[config.mk]
export PLATFORM = sky130hd
export DESIGN_NAME = phc_port_h_config
export DESIGN_NICKNAME = d
export VERILOG_FILES = /design/src/rtl/phc_pkg.sv /design/src/rtl/phc_pin_cell.sv /design/src/rtl/phc_port_h_config.sv
export SDC_FILE = /design/constraint.sdc
export NUM_CORES = 1
export LEC_CHECK = 0
export BUFFER_PORTS_ARGS = -buffer_cell sky130_fd_sc_hd__buf_2
export CAP_MARGIN = 20
export CORE_UTILIZATION = 46
export DETAILED_ROUTE_END_ITERATION = 8
export PLACE_DENSITY = 0.77
export SYNTH_ARGS = -nofsm -noshare
export SYNTH_HDL_FRONTEND = slang
export SYNTH_HIERARCHICAL = 1
export SYNTH_SLANG_ARGS = --single-unit
export TNS_END_PERCENT = 10
[constraint.sdc]
create_clock -name clk_sys -period 1.9 [get_ports clk_sys]
set_input_delay 0.19 -clock clk_sys [delete_from_list [all_inputs] [get_ports clk_sys]]
set_output_delay 0.19 -clock clk_sys [all_outputs]
set_load 0.01 [all_outputs]
[src/rtl/phc_pkg.sv]
// Package holding the register map, field layout and reset values of the port H pin configuration block
package phc_pkg;

  localparam int PHC_PINS = 5;
  localparam int PHC_ADDR_W = 12;
  localparam int PHC_DATA_W = 32;

  typedef logic [PHC_PINS-1:0] phc_pins_t;

  // Register byte offsets
  localparam logic [PHC_ADDR_W-1:0] PHC_OFS_ALT_SELECT_THREE = 12'h010;
  localparam logic [PHC_ADDR_W-1:0] PHC_OFS_ALT_SELECT_FOUR = 12'h014;
  localparam logic [PHC_ADDR_W-1:0] PHC_OFS_DRIVE_TYPE = 12'h028;
  localparam logic [PHC_ADDR_W-1:0] PHC_OFS_PULLUP_ENABLE = 12'h02C;
  localparam logic [PHC_ADDR_W-1:0] PHC_OFS_INPUT_ENABLE = 12'h038;

  // Implemented bits of each register
  localparam phc_pins_t PHC_ALT3_MASK = 5'h1C;
  localparam phc_pins_t PHC_ALT4_MASK = 5'h1C;
  localparam phc_pins_t PHC_DRIVE_MASK = 5'h1F;
  localparam phc_pins_t PHC_PULLUP_MASK = 5'h1F;
  localparam phc_pins_t PHC_INPUT_MASK = 5'h1F;

  // Field positions inside the alternate-select registers
  localparam int PHC_BIT_PIN4 = 4;
  localparam int PHC_BIT_PIN3 = 3;
  localparam int PHC_BIT_PIN2 = 2;

  // Values after reset
  localparam phc_pins_t PHC_RST_ALT3 = 5'h00;
  localparam phc_pins_t PHC_RST_ALT4 = 5'h00;
  localparam phc_pins_t PHC_RST_DRIVE = 5'h00;
  localparam phc_pins_t PHC_RST_PULLUP = 5'h00;
  localparam phc_pins_t PHC_RST_INPUT = 5'h00;
  localparam logic [PHC_DATA_W-1:0] PHC_RST_RDATA = 32'h0000_0000;

  // AHB transfer type and response
  localparam logic [1:0] PHC_HTRANS_NONSEQ = 2'b10;
  localparam logic PHC_HRESP_OKAY = 1'b0;

endpackage : phc_pkg

[src/rtl/phc_pin_cell.sv]
// Pad control cell for one port H pin: drive type, pull-up, input gating and function routing
`timescale 1ns/100ps
module phc_pin_cell
  import phc_pkg::*;
(
  input wire logic clk_sys,
  input wire logic sys_rst,
  input wire logic drive_open_drain,
  input wire logic pullup_on,
  input wire logic input_on,
  input wire logic fn_out_sel,
  input wire logic fn_in_sel,
  input wire logic fn_out,
  input wire logic port_out,
  input wire logic port_oe,
  input wire logic pad_in,
  output logic pad_out,
  output logic pad_oe,
  output logic pad_pullup_en,
  output logic pad_input_en,
  output logic port_in,
  output logic fn_in
);

  logic drv_val;
  logic drv_en;
  logic gated_in;
  logic pad_out_q;
  logic pad_oe_q;
  logic pad_pullup_en_q;
  logic pad_input_en_q;
  logic port_in_q;
  logic fn_in_q;

  // Function output wins over port data; a function input never drives the pin
  assign drv_val = fn_out_sel ? fn_out : port_out;
  assign drv_en = fn_out_sel | (port_oe & ~fn_in_sel);
  // Open drain drives only the low level; push-pull drives both
  assign gated_in = pad_in & input_on;

  always_ff @(posedge clk_sys) begin
    if (sys_rst) begin
      pad_out_q <= 1'b0;
      pad_oe_q <= 1'b0;
      pad_pullup_en_q <= 1'b0;
      pad_input_en_q <= 1'b0;
      port_in_q <= 1'b0;
      fn_in_q <= 1'b0;
    end else begin
      pad_out_q <= drv_val & ~drive_open_drain;
      pad_oe_q <= drv_en & (~drive_open_drain | ~drv_val);
      pad_pullup_en_q <= pullup_on;
      pad_input_en_q <= input_on;
      port_in_q <= gated_in;
      fn_in_q <= gated_in & fn_in_sel;
    end
  end

  assign pad_out = pad_out_q;
  assign pad_oe = pad_oe_q;
  assign pad_pullup_en = pad_pullup_en_q;
  assign pad_input_en = pad_input_en_q;
  assign port_in = port_in_q;
  assign fn_in = fn_in_q;

endmodule : phc_pin_cell

[src/rtl/phc_port_h_config.sv]
// Port H pin configuration block with its register file on an AHB-Lite slave
//
// Our own choices: the AHB-Lite interface to the registers and the register addresses.
`timescale 1ns/100ps
module phc_port_h_config
  import phc_pkg::*;
#(
  parameter int PINS = PHC_PINS
)
(
  input wire logic clk_sys,
  input wire logic sys_rst,
  input wire logic hsel,
  input wire logic [PHC_ADDR_W-1:0] haddr,
  input wire logic [1:0] htrans,
  input wire logic hwrite,
  input wire logic [2:0] hsize,
  input wire logic hready,
  input wire logic [PHC_DATA_W-1:0] hwdata,
  output logic [PHC_DATA_W-1:0] hrdata,
  output logic hreadyout,
  output logic hresp,
  input wire logic [PINS-1:0] port_data_out,
  input wire logic [PINS-1:0] port_out_enable,
  output logic [PINS-1:0] port_data_in,
  input wire logic [PINS-1:0] pad_in,
  output logic [PINS-1:0] pad_out,
  output logic [PINS-1:0] pad_oe,
  output logic [PINS-1:0] pad_pullup_en,
  output logic [PINS-1:0] pad_input_en,
  input wire logic timer_five_output,
  input wire logic timer_four_output,
  input wire logic serial2_terminal_ready,
  output logic external_interrupt_eight,
  output logic serial2_set_ready,
  output logic serial2_carrier_detect
);

  phc_pins_t alt3_q;
  phc_pins_t alt3_d;
  phc_pins_t alt4_q;
  phc_pins_t alt4_d;
  phc_pins_t drive_q;
  phc_pins_t drive_d;
  phc_pins_t pullup_q;
  phc_pins_t pullup_d;
  phc_pins_t input_q;
  phc_pins_t input_d;
  logic wr_pend_q;
  logic [PHC_ADDR_W-1:0] wr_addr_q;
  logic [PHC_DATA_W-1:0] hrdata_q;
  logic [PHC_DATA_W-1:0] hrdata_d;

  // Address phase qualification
  wire xfer_ok = hsel & (htrans == PHC_HTRANS_NONSEQ) & hready;
  wire rd_req = xfer_ok & ~hwrite;
  wire wr_req = xfer_ok & hwrite;

  // Write decode in the data phase
  wire wr_alt3 = wr_pend_q & (wr_addr_q == PHC_OFS_ALT_SELECT_THREE);
  wire wr_alt4 = wr_pend_q & (wr_addr_q == PHC_OFS_ALT_SELECT_FOUR);
  wire wr_drive = wr_pend_q & (wr_addr_q == PHC_OFS_DRIVE_TYPE);
  wire wr_pullup = wr_pend_q & (wr_addr_q == PHC_OFS_PULLUP_ENABLE);
  wire wr_input = wr_pend_q & (wr_addr_q == PHC_OFS_INPUT_ENABLE);
  wire phc_pins_t wdata_pins = hwdata[PINS-1:0];

  // Next register values; bits outside each mask ignore writes
  assign alt3_d = wr_alt3 ? (wdata_pins & PHC_ALT3_MASK) : alt3_q;
  assign alt4_d = wr_alt4 ? (wdata_pins & PHC_ALT4_MASK) : alt4_q;
  assign drive_d = wr_drive ? (wdata_pins & PHC_DRIVE_MASK) : drive_q;
  assign pullup_d = wr_pullup ? (wdata_pins & PHC_PULLUP_MASK) : pullup_q;
  assign input_d = wr_input ? (wdata_pins & PHC_INPUT_MASK) : input_q;

  // Read decode; a read right after a write sees the written value
  wire rd_alt3 = haddr == PHC_OFS_ALT_SELECT_THREE;
  wire rd_alt4 = haddr == PHC_OFS_ALT_SELECT_FOUR;
  wire rd_drive = haddr == PHC_OFS_DRIVE_TYPE;
  wire rd_pullup = haddr == PHC_OFS_PULLUP_ENABLE;
  wire rd_input = haddr == PHC_OFS_INPUT_ENABLE;
  wire phc_pins_t rd_pins = rd_alt3 ? alt3_d :
                            rd_alt4 ? alt4_d :
                            rd_drive ? drive_d :
                            rd_pullup ? pullup_d :
                            rd_input ? input_d : PHC_RST_ALT3;
  // Upper bits and unmapped offsets read as zero
  assign hrdata_d = rd_req ? {{(PHC_DATA_W-PINS){1'b0}}, rd_pins} : PHC_RST_RDATA;

  always_ff @(posedge clk_sys) begin
    if (sys_rst) begin
      alt3_q <= PHC_RST_ALT3;
      alt4_q <= PHC_RST_ALT4;
      drive_q <= PHC_RST_DRIVE;
      pullup_q <= PHC_RST_PULLUP;
      input_q <= PHC_RST_INPUT;
    end else begin
      alt3_q <= alt3_d;
      alt4_q <= alt4_d;
      drive_q <= drive_d;
      pullup_q <= pullup_d;
      input_q <= input_d;
    end
  end

  always_ff @(posedge clk_sys) begin
    if (sys_rst) begin
      wr_pend_q <= 1'b0;
      wr_addr_q <= '0;
      hrdata_q <= PHC_RST_RDATA;
    end else begin
      wr_pend_q <= wr_req;
      wr_addr_q <= haddr;
      hrdata_q <= hrdata_d;
    end
  end

  // Zero wait states, always OKAY
  assign hrdata = hrdata_q;
  assign hreadyout = 1'b1;
  assign hresp = PHC_HRESP_OKAY;

  // Per-pin function routing; select three wins when both are set
  phc_pins_t alt_out_sel;
  phc_pins_t alt_in_sel;
  phc_pins_t alt_out_val;
  phc_pins_t alt_in_val;

  assign alt_in_sel[PHC_BIT_PIN4] = alt3_q[PHC_BIT_PIN4];
  assign alt_out_sel[PHC_BIT_PIN4] = alt4_q[PHC_BIT_PIN4] & ~alt3_q[PHC_BIT_PIN4];
  assign alt_out_val[PHC_BIT_PIN4] = serial2_terminal_ready;
  assign alt_out_sel[PHC_BIT_PIN3] = alt3_q[PHC_BIT_PIN3];
  assign alt_in_sel[PHC_BIT_PIN3] = alt4_q[PHC_BIT_PIN3] & ~alt3_q[PHC_BIT_PIN3];
  assign alt_out_val[PHC_BIT_PIN3] = timer_five_output;
  assign alt_out_sel[PHC_BIT_PIN2] = alt3_q[PHC_BIT_PIN2];
  assign alt_in_sel[PHC_BIT_PIN2] = alt4_q[PHC_BIT_PIN2] & ~alt3_q[PHC_BIT_PIN2];
  assign alt_out_val[PHC_BIT_PIN2] = timer_four_output;
  assign alt_out_sel[1:0] = 2'b00;
  assign alt_in_sel[1:0] = 2'b00;
  assign alt_out_val[1:0] = 2'b00;

  generate
    for (genvar i = 0; i < PINS; i++) begin : g_pin
      phc_pin_cell u_cell (
        .clk_sys(clk_sys),
        .sys_rst(sys_rst),
        .drive_open_drain(drive_q[i]),
        .pullup_on(pullup_q[i]),
        .input_on(input_q[i]),
        .fn_out_sel(alt_out_sel[i]),
        .fn_in_sel(alt_in_sel[i]),
        .fn_out(alt_out_val[i]),
        .port_out(port_data_out[i]),
        .port_oe(port_out_enable[i]),
        .pad_in(pad_in[i]),
        .pad_out(pad_out[i]),
        .pad_oe(pad_oe[i]),
        .pad_pullup_en(pad_pullup_en[i]),
        .pad_input_en(pad_input_en[i]),
        .port_in(port_data_in[i]),
        .fn_in(alt_in_val[i])
      );
    end
  endgenerate

  // Function inputs to the interrupt controller and serial channel 2
  assign external_interrupt_eight = alt_in_val[PHC_BIT_PIN4];
  assign serial2_set_ready = alt_in_val[PHC_BIT_PIN3];
  assign serial2_carrier_detect = alt_in_val[PHC_BIT_PIN2];
endmodule : phc_port_h_config

==> flow_metrics.tcl, run 1 <==
set metrics [dict create \
    arrival_ns 2.10 \
    start_util_pct 47.80 \
    drc 0 \
    die_y_um 80.44 \
    dieArea_um2 6471 \
    root_buffer "clkbuf_8" \
    finalWirelength_mm 5.335 \
    cts_tree "done" \
    fin_nets 455 \
    postRouteAntennaNets 0 \
    clk_pin_slew_ns 0.07 \
    whs_ns 0.04736 \
    avgSynthCellArea_um2 10.14 \
    p_leak_nw 1.665 \
    ir_worst_vdd_uv 418.9 \
    vias 2195 \
    grt_max_degree 58 \
    via_per_inst 4.741 \
    hp-class "input pin to flop" \
    grt_pass1_wl_mm 8.135 \
    wire_per_inst_um 11.52 \
    path_max_fanout 4 \
    fp-row-count 28 \
    rsz0062_at_grt "yes" \
    startpoint_type "flop" \
    cap_violations 0 \
    ios 134 \
    die_w_um 80.44 \
    worst-setup-path-type "flop to flop" \
    cellPowerDensity_nw_per_um2 775.5 \
    slew_viol_final 0 \
    setup_viol 0 \
    cts.hold.buffers_added 0 \
    track_usage_pct 16.98 \
    layout-drive-gt1-share_pct 31.70 \
    port_buffers 74 \
    fillers 524 \
    worst_ep_required_time_ns 2.13 \
    cts.sinks 71 \
    hold_violations 0 \
    htree_levels 3 \
    grt_pass1_vias 1855 \
    insertion_delay_ns 0.34 \
    overflow 0 \
    finish.utilization_pct 59.87 \
    cts_buffers 9 \
    fin_crit_ns 1.870 \
    antenna_cells 0 \
    drtPass1Iterations 4 \
    syn-cell-area_um2 2830 \
    fmax_ghz 0.5348 \
    clockBufferDepth 2 \
    worst_setup_path_end_kind "flop" \
    antenna_found_initial 0 \
    postPlaceCellArea_um2 3322 \
    dpl.hpwl_mm 3.900 \
    period_share_pct 98.40 \
    fin_area_um2 3545 \
    yosysWarnings 6 \
    netlist_instances 279 \
    coreArea_um2 5921 \
    place.gp.congestion 0.7486 \
    status "finished clean" \
    drt_iter0_drc 112 \
    skew_ns 0.008837 \
    area_growth_pct 25.24 \
]
==> worst max-delay path, stage by stage (launching register included) <==
cell	delay, ns
dfxtp_2	0.33
nor4_4	0.38
and4_1	0.30
buf_6	0.15
mux2i_2	0.23
a21oi_1	0.09
o221a_2	0.29
==> cells in the final DEF (no fill, tap or decap), types with 2 or more instances in the layout <==
master    instances
a21o_1            2
a21oi_1           9
a311oi_1          5
a31oi_1           5
and2_1            8
and3_1            3
and4b_1           2
buf_2            74
buf_4            11
buf_6             3
clkbuf_8         10
clkinv_2          4
conb_1           41
dfxtp_1          70
inv_1             5
mux2i_1          24
mux2i_2           3
mux2i_4           2
nand2_1          10
nand3_1           3
nand3b_1          2
nand4_1           4
nor2_1           27
nor2b_1          21
nor2b_2           5
nor3_1            5
nor3b_1           4
nor4_2            2
nor4bb_1          2
o21ai_0           2
o21ai_1           3
o221a_2           2
or3_1             2
==> sequential cells by signal (all words and copies together), names as in the netlist, 3 cells and up <==
register / cells
wr_addr_q: 12
alt3_q: 5
alt4_q: 5
drive_q: 5
g_pin.u_cell/pad_input_en: 5
g_pin.u_cell/pad_oe: 5
g_pin.u_cell/pad_out: 5
g_pin.u_cell/pad_pullup_en: 5
g_pin.u_cell/port_in: 5
hrdata: 5
input_q: 5
pullup_q: 5
g_pin.u_cell/fn_in: 3
==> final cells by class <==
cell class                      instances  area (um2)  area share [%]
Sequential cell                        71        1423           40.13
Multi-Input combinational cell        207        1329           37.49
Timing Repair Buffer                   89       506.7           14.30
Clock buffer                           10       137.6           3.883
Tap cell                               75       93.84           2.647
Clock inverter                          6       36.28           1.024
Inverter                                5       18.77          0.5295
==> what timing repair did <==
item,CTS,global route
endpoints found under the setup margin,0,5
resized for setup,0,13
buffers inserted,0,0
==> report_power, final <==
group | internal [mW] | switching [mW]
clock network | 0.501 | 0.533
logic | 0.0769 | 0.111
registers | 1.51 | 0.0126
total | 2.09 | 0.657
==> final timing paths <==
kind	from	end	slack, ns	cells after the start
min	pad_in[0]	g_pin[0].u_cell/port_in$_SDFF_PP0_	0.05	2
max reg2reg	wr_addr_q[8]$_SDFF_PP0_	hrdata[2]$_SDFF_PP0_	0.03	6
min reg2reg	alt3_q[1]$_SDFF_PP0_	alt3_q[1]$_SDFF_PP0_	0.47	1
max	wr_addr_q[8]$_SDFF_PP0_	hrdata[2]$_SDFF_PP0_	0.03	6
==> through the flow <==
step           setup slack [ns]  power, mW  cells  TNS (ns)
5_1_grt                -0.03670      2.856    463  -0.08628
2_1_floorplan            0.1591      1.694    318         0
4_1_cts                 0.02231      2.766    463         0
3_5_place_dp           -0.05870      1.746    447   -0.1112
6_report                0.03031      2.749    463         0
3_3_place_gp          -0.009910      1.741    447  -0.01629
==> routing by layer <==
| layer | GRT usage (%) | routed length [um] | vias to the layer above |
|---|---|---|---|
| met4 | 10.89 | 165 | 0 |
| li1 | - | - | 1112 |
| met2 | 27.54 | 2393 | 95 |
| met3 | 4.318 | 413 | 18 |
| met1 | 19.76 | 2362 | 970 |
| met5 | 0 | 0 | - |
No activity file was read; power rests on OpenSTA's default activity.
==> inputs of run 2 (changes only) <==
--- a/config.mk
+++ b/config.mk
@@ -10,6 +10,7 @@
 export CORE_UTILIZATION = 46
 export DETAILED_ROUTE_END_ITERATION = 8
 export PLACE_DENSITY = 0.77
+export REMOVE_ABC_BUFFERS = 1
 export SYNTH_ARGS = -nofsm -noshare
 export SYNTH_HDL_FRONTEND = slang
 export SYNTH_HIERARCHICAL = 1
==> constraint.sdc (replaced) <==
create_clock -name clk_sys -period 2 [get_ports clk_sys]
set_input_delay 0.2 -clock clk_sys [delete_from_list [all_inputs] [get_ports clk_sys]]
set_output_delay 0.2 -clock clk_sys [all_outputs]
set_load 0.01 [all_outputs]
==> run 2 against run 1 <==
  * Global-route usage is 0.67 points higher
  * Clock skew is 0.00062 ns lower
  * Setup slack better by 0.083 ns
  * Combinational power is 5% lower
  * Register-to-register slack better by 0.08 ns
  * Hold slack better by 0.022 ns
  * Largest power group unchanged
  * Clock-buffer cell count is 2 higher
  * Wire length is 2.8% higher
  * Non-clock buffer count is 4 lower
  * Maximum frequency is 0.88% lower
==> flow_metrics.tcl, run 2 (synthesized netlist as in run 1, its figures left out) <==
set metrics [dict create \
    status "finished clean" \
    p_leak_nw 1.629 \
    cts_tree "done" \
    drt_iter0_drc 77 \
    cellPowerDensity_nw_per_um2 735.2 \
    placed_cells 440 \
    final_common_cell "buf_2" \
    fin_crit_ns 1.886 \
    cts_buffers 9 \
    overflow 0 \
    grt_pass1_wl_mm 8.473 \
    path_max_fanout 6 \
    dieArea_um2 6471 \
    coreArea_um2 5921 \
    cts.sinks 71 \
    htree_levels 3 \
    whs_ns 0.06934 \
    worst_ep_required_time_ns 2.21 \
    period_share_pct 94.31 \
    via_per_inst 4.775 \
    startpoint_type "flop" \
    finalWorstSetupSlack_ns 0.1137 \
    worst-setup-path-type "flop to flop" \
    layout-drive-gt1-share_pct 29.32 \
    start_util_pct 47.80 \
    worstRegToRegCells 8 \
    clockBufferDepth 2 \
    hold_violations 0 \
    grt_max_degree 58 \
    postRouteAntennaNets 0 \
    skew_ns 0.008219 \
    grt_pass1_vias 1958 \
    ios 134 \
    hp-class "input pin to flop" \
    finalWirelength_mm 5.484 \
    hold_depth 2 \
    regMostFlops "wr_addr_q" \
    ir_worst_vdd_uv 407.0 \
    vias 2182 \
    fmax_ghz 0.5301 \
    dp_slack_ns 0.01152 \
    insertion_delay_ns 0.33 \
    wire_per_inst_um 12.00 \
    antenna_found_initial 0 \
    die_w_um 80.44 \
    setup_viol 0 \
    clk_pin_slew_ns 0.07 \
    final_cells 457 \
    drtPass1Iterations 4 \
    slew_headroom_pct 59.48 \
    slew_viol_final 0 \
    root_buffer "clkbuf_8" \
    arrival_ns 2.10 \
    tightest_slew_ns 0.6078 \
    fp-row-count 28 \
    setup-tns-final_ns 0 \
    dpl.hpwl_mm 3.805 \
    fin_nets 451 \
    die_y_um 80.44 \
    final_cell_mix "74 x buf_2, 71 x dfxtp_1, 41 x conb_1" \
    antenna_cells 0 \
    drc 0 \
    largest_register_ffs 12 \
    track_usage_pct 17.66 \
    place.gp.congestion 0.8013 \
    area_growth_pct 21.97 \
    power_mw 2.538 \
    cap_violations 0 \
    worst_setup_path_end_kind "flop" \
    fillers 533 \
    port_buffers 74 \
]
==> run 2: cell count changes in the layout (fill, tap and decap cells not counted), sizes merged <==
cell	delta
clkinv	-3
clkbuf	+2
clkinvlp	-1
buf	-4
==> run 2: report_power, final <==
group	internal, mW	total [mW]	switching, mW
registers	1.44	1.45	0.0128
logic	0.0727	0.178	0.105
clock network	0.434	0.908	0.475
==> run 2: layer usage <==
metal | wire (um) | up-vias | GRT usage (%)
met5 | 0 | - | 0
li1 | - | 1103 | -
met1 | 2415 | 997 | 20.59
met3 | 357 | 9 | 6.477
met2 | 2635 | 73 | 29.32
met4 | 76 | 0 | 6.607
==> run 2: worst max-delay path, stage by stage, from the launching register on <==
cell and delay [ns]:
dfxtp_1 0.33, nor4_4 0.26, buf_4 0.18, and4_1 0.22, buf_6 0.15, mux2i_2 0.26, a21oi_1 0.09, o21ai_0 0.17
a21oi_1 0.11
==> run 2: worst paths after layout <==
path | from | to | slack [ns]
worst max-delay path | wr_addr_q[8]$_SDFF_PP0_ | hrdata[1]$_SDFF_PP0_ | 0.11
worst min-delay path | pad_in[0] | g_pin[0].u_cell/port_in$_SDFF_PP0_ | 0.07
worst max register to register | wr_addr_q[8]$_SDFF_PP0_ | hrdata[1]$_SDFF_PP0_ | 0.11
worst min register to register | pullup_q[0]$_SDFF_PP0_ | g_pin[0].u_cell/pad_pullup_en$_SDFF_PP0_ | 0.46
==> run 2: final cells by class <==
type	instances	area [um2]	area share [%]
repair buffers	85	456.7	13.23
clock inverters	2	10.01	0.2900
well taps	75	93.84	2.718
clock buffers	12	135.1	3.914
multi-input cells	207	1316	38.13
inverters	5	18.77	0.5437
flip-flops and latches	71	1421	41.17
==> run 2: repair_timing <==
item                                    in CTS  in global routing
hold buffers                                 0                  0
endpoints found under the setup margin       0                  5
resized for setup                            0                  6
buffers inserted                             0                  3
==> run 2: metrics by stage <==
step,utilization (%),cell area (um2)
2_1_floorplan,-,2733
3_5_place_dp,55.01,3257
4_1_cts,57.46,3402
6_report,58.31,3452
5_1_grt,58.31,3452
3_3_place_gp,55.01,3257
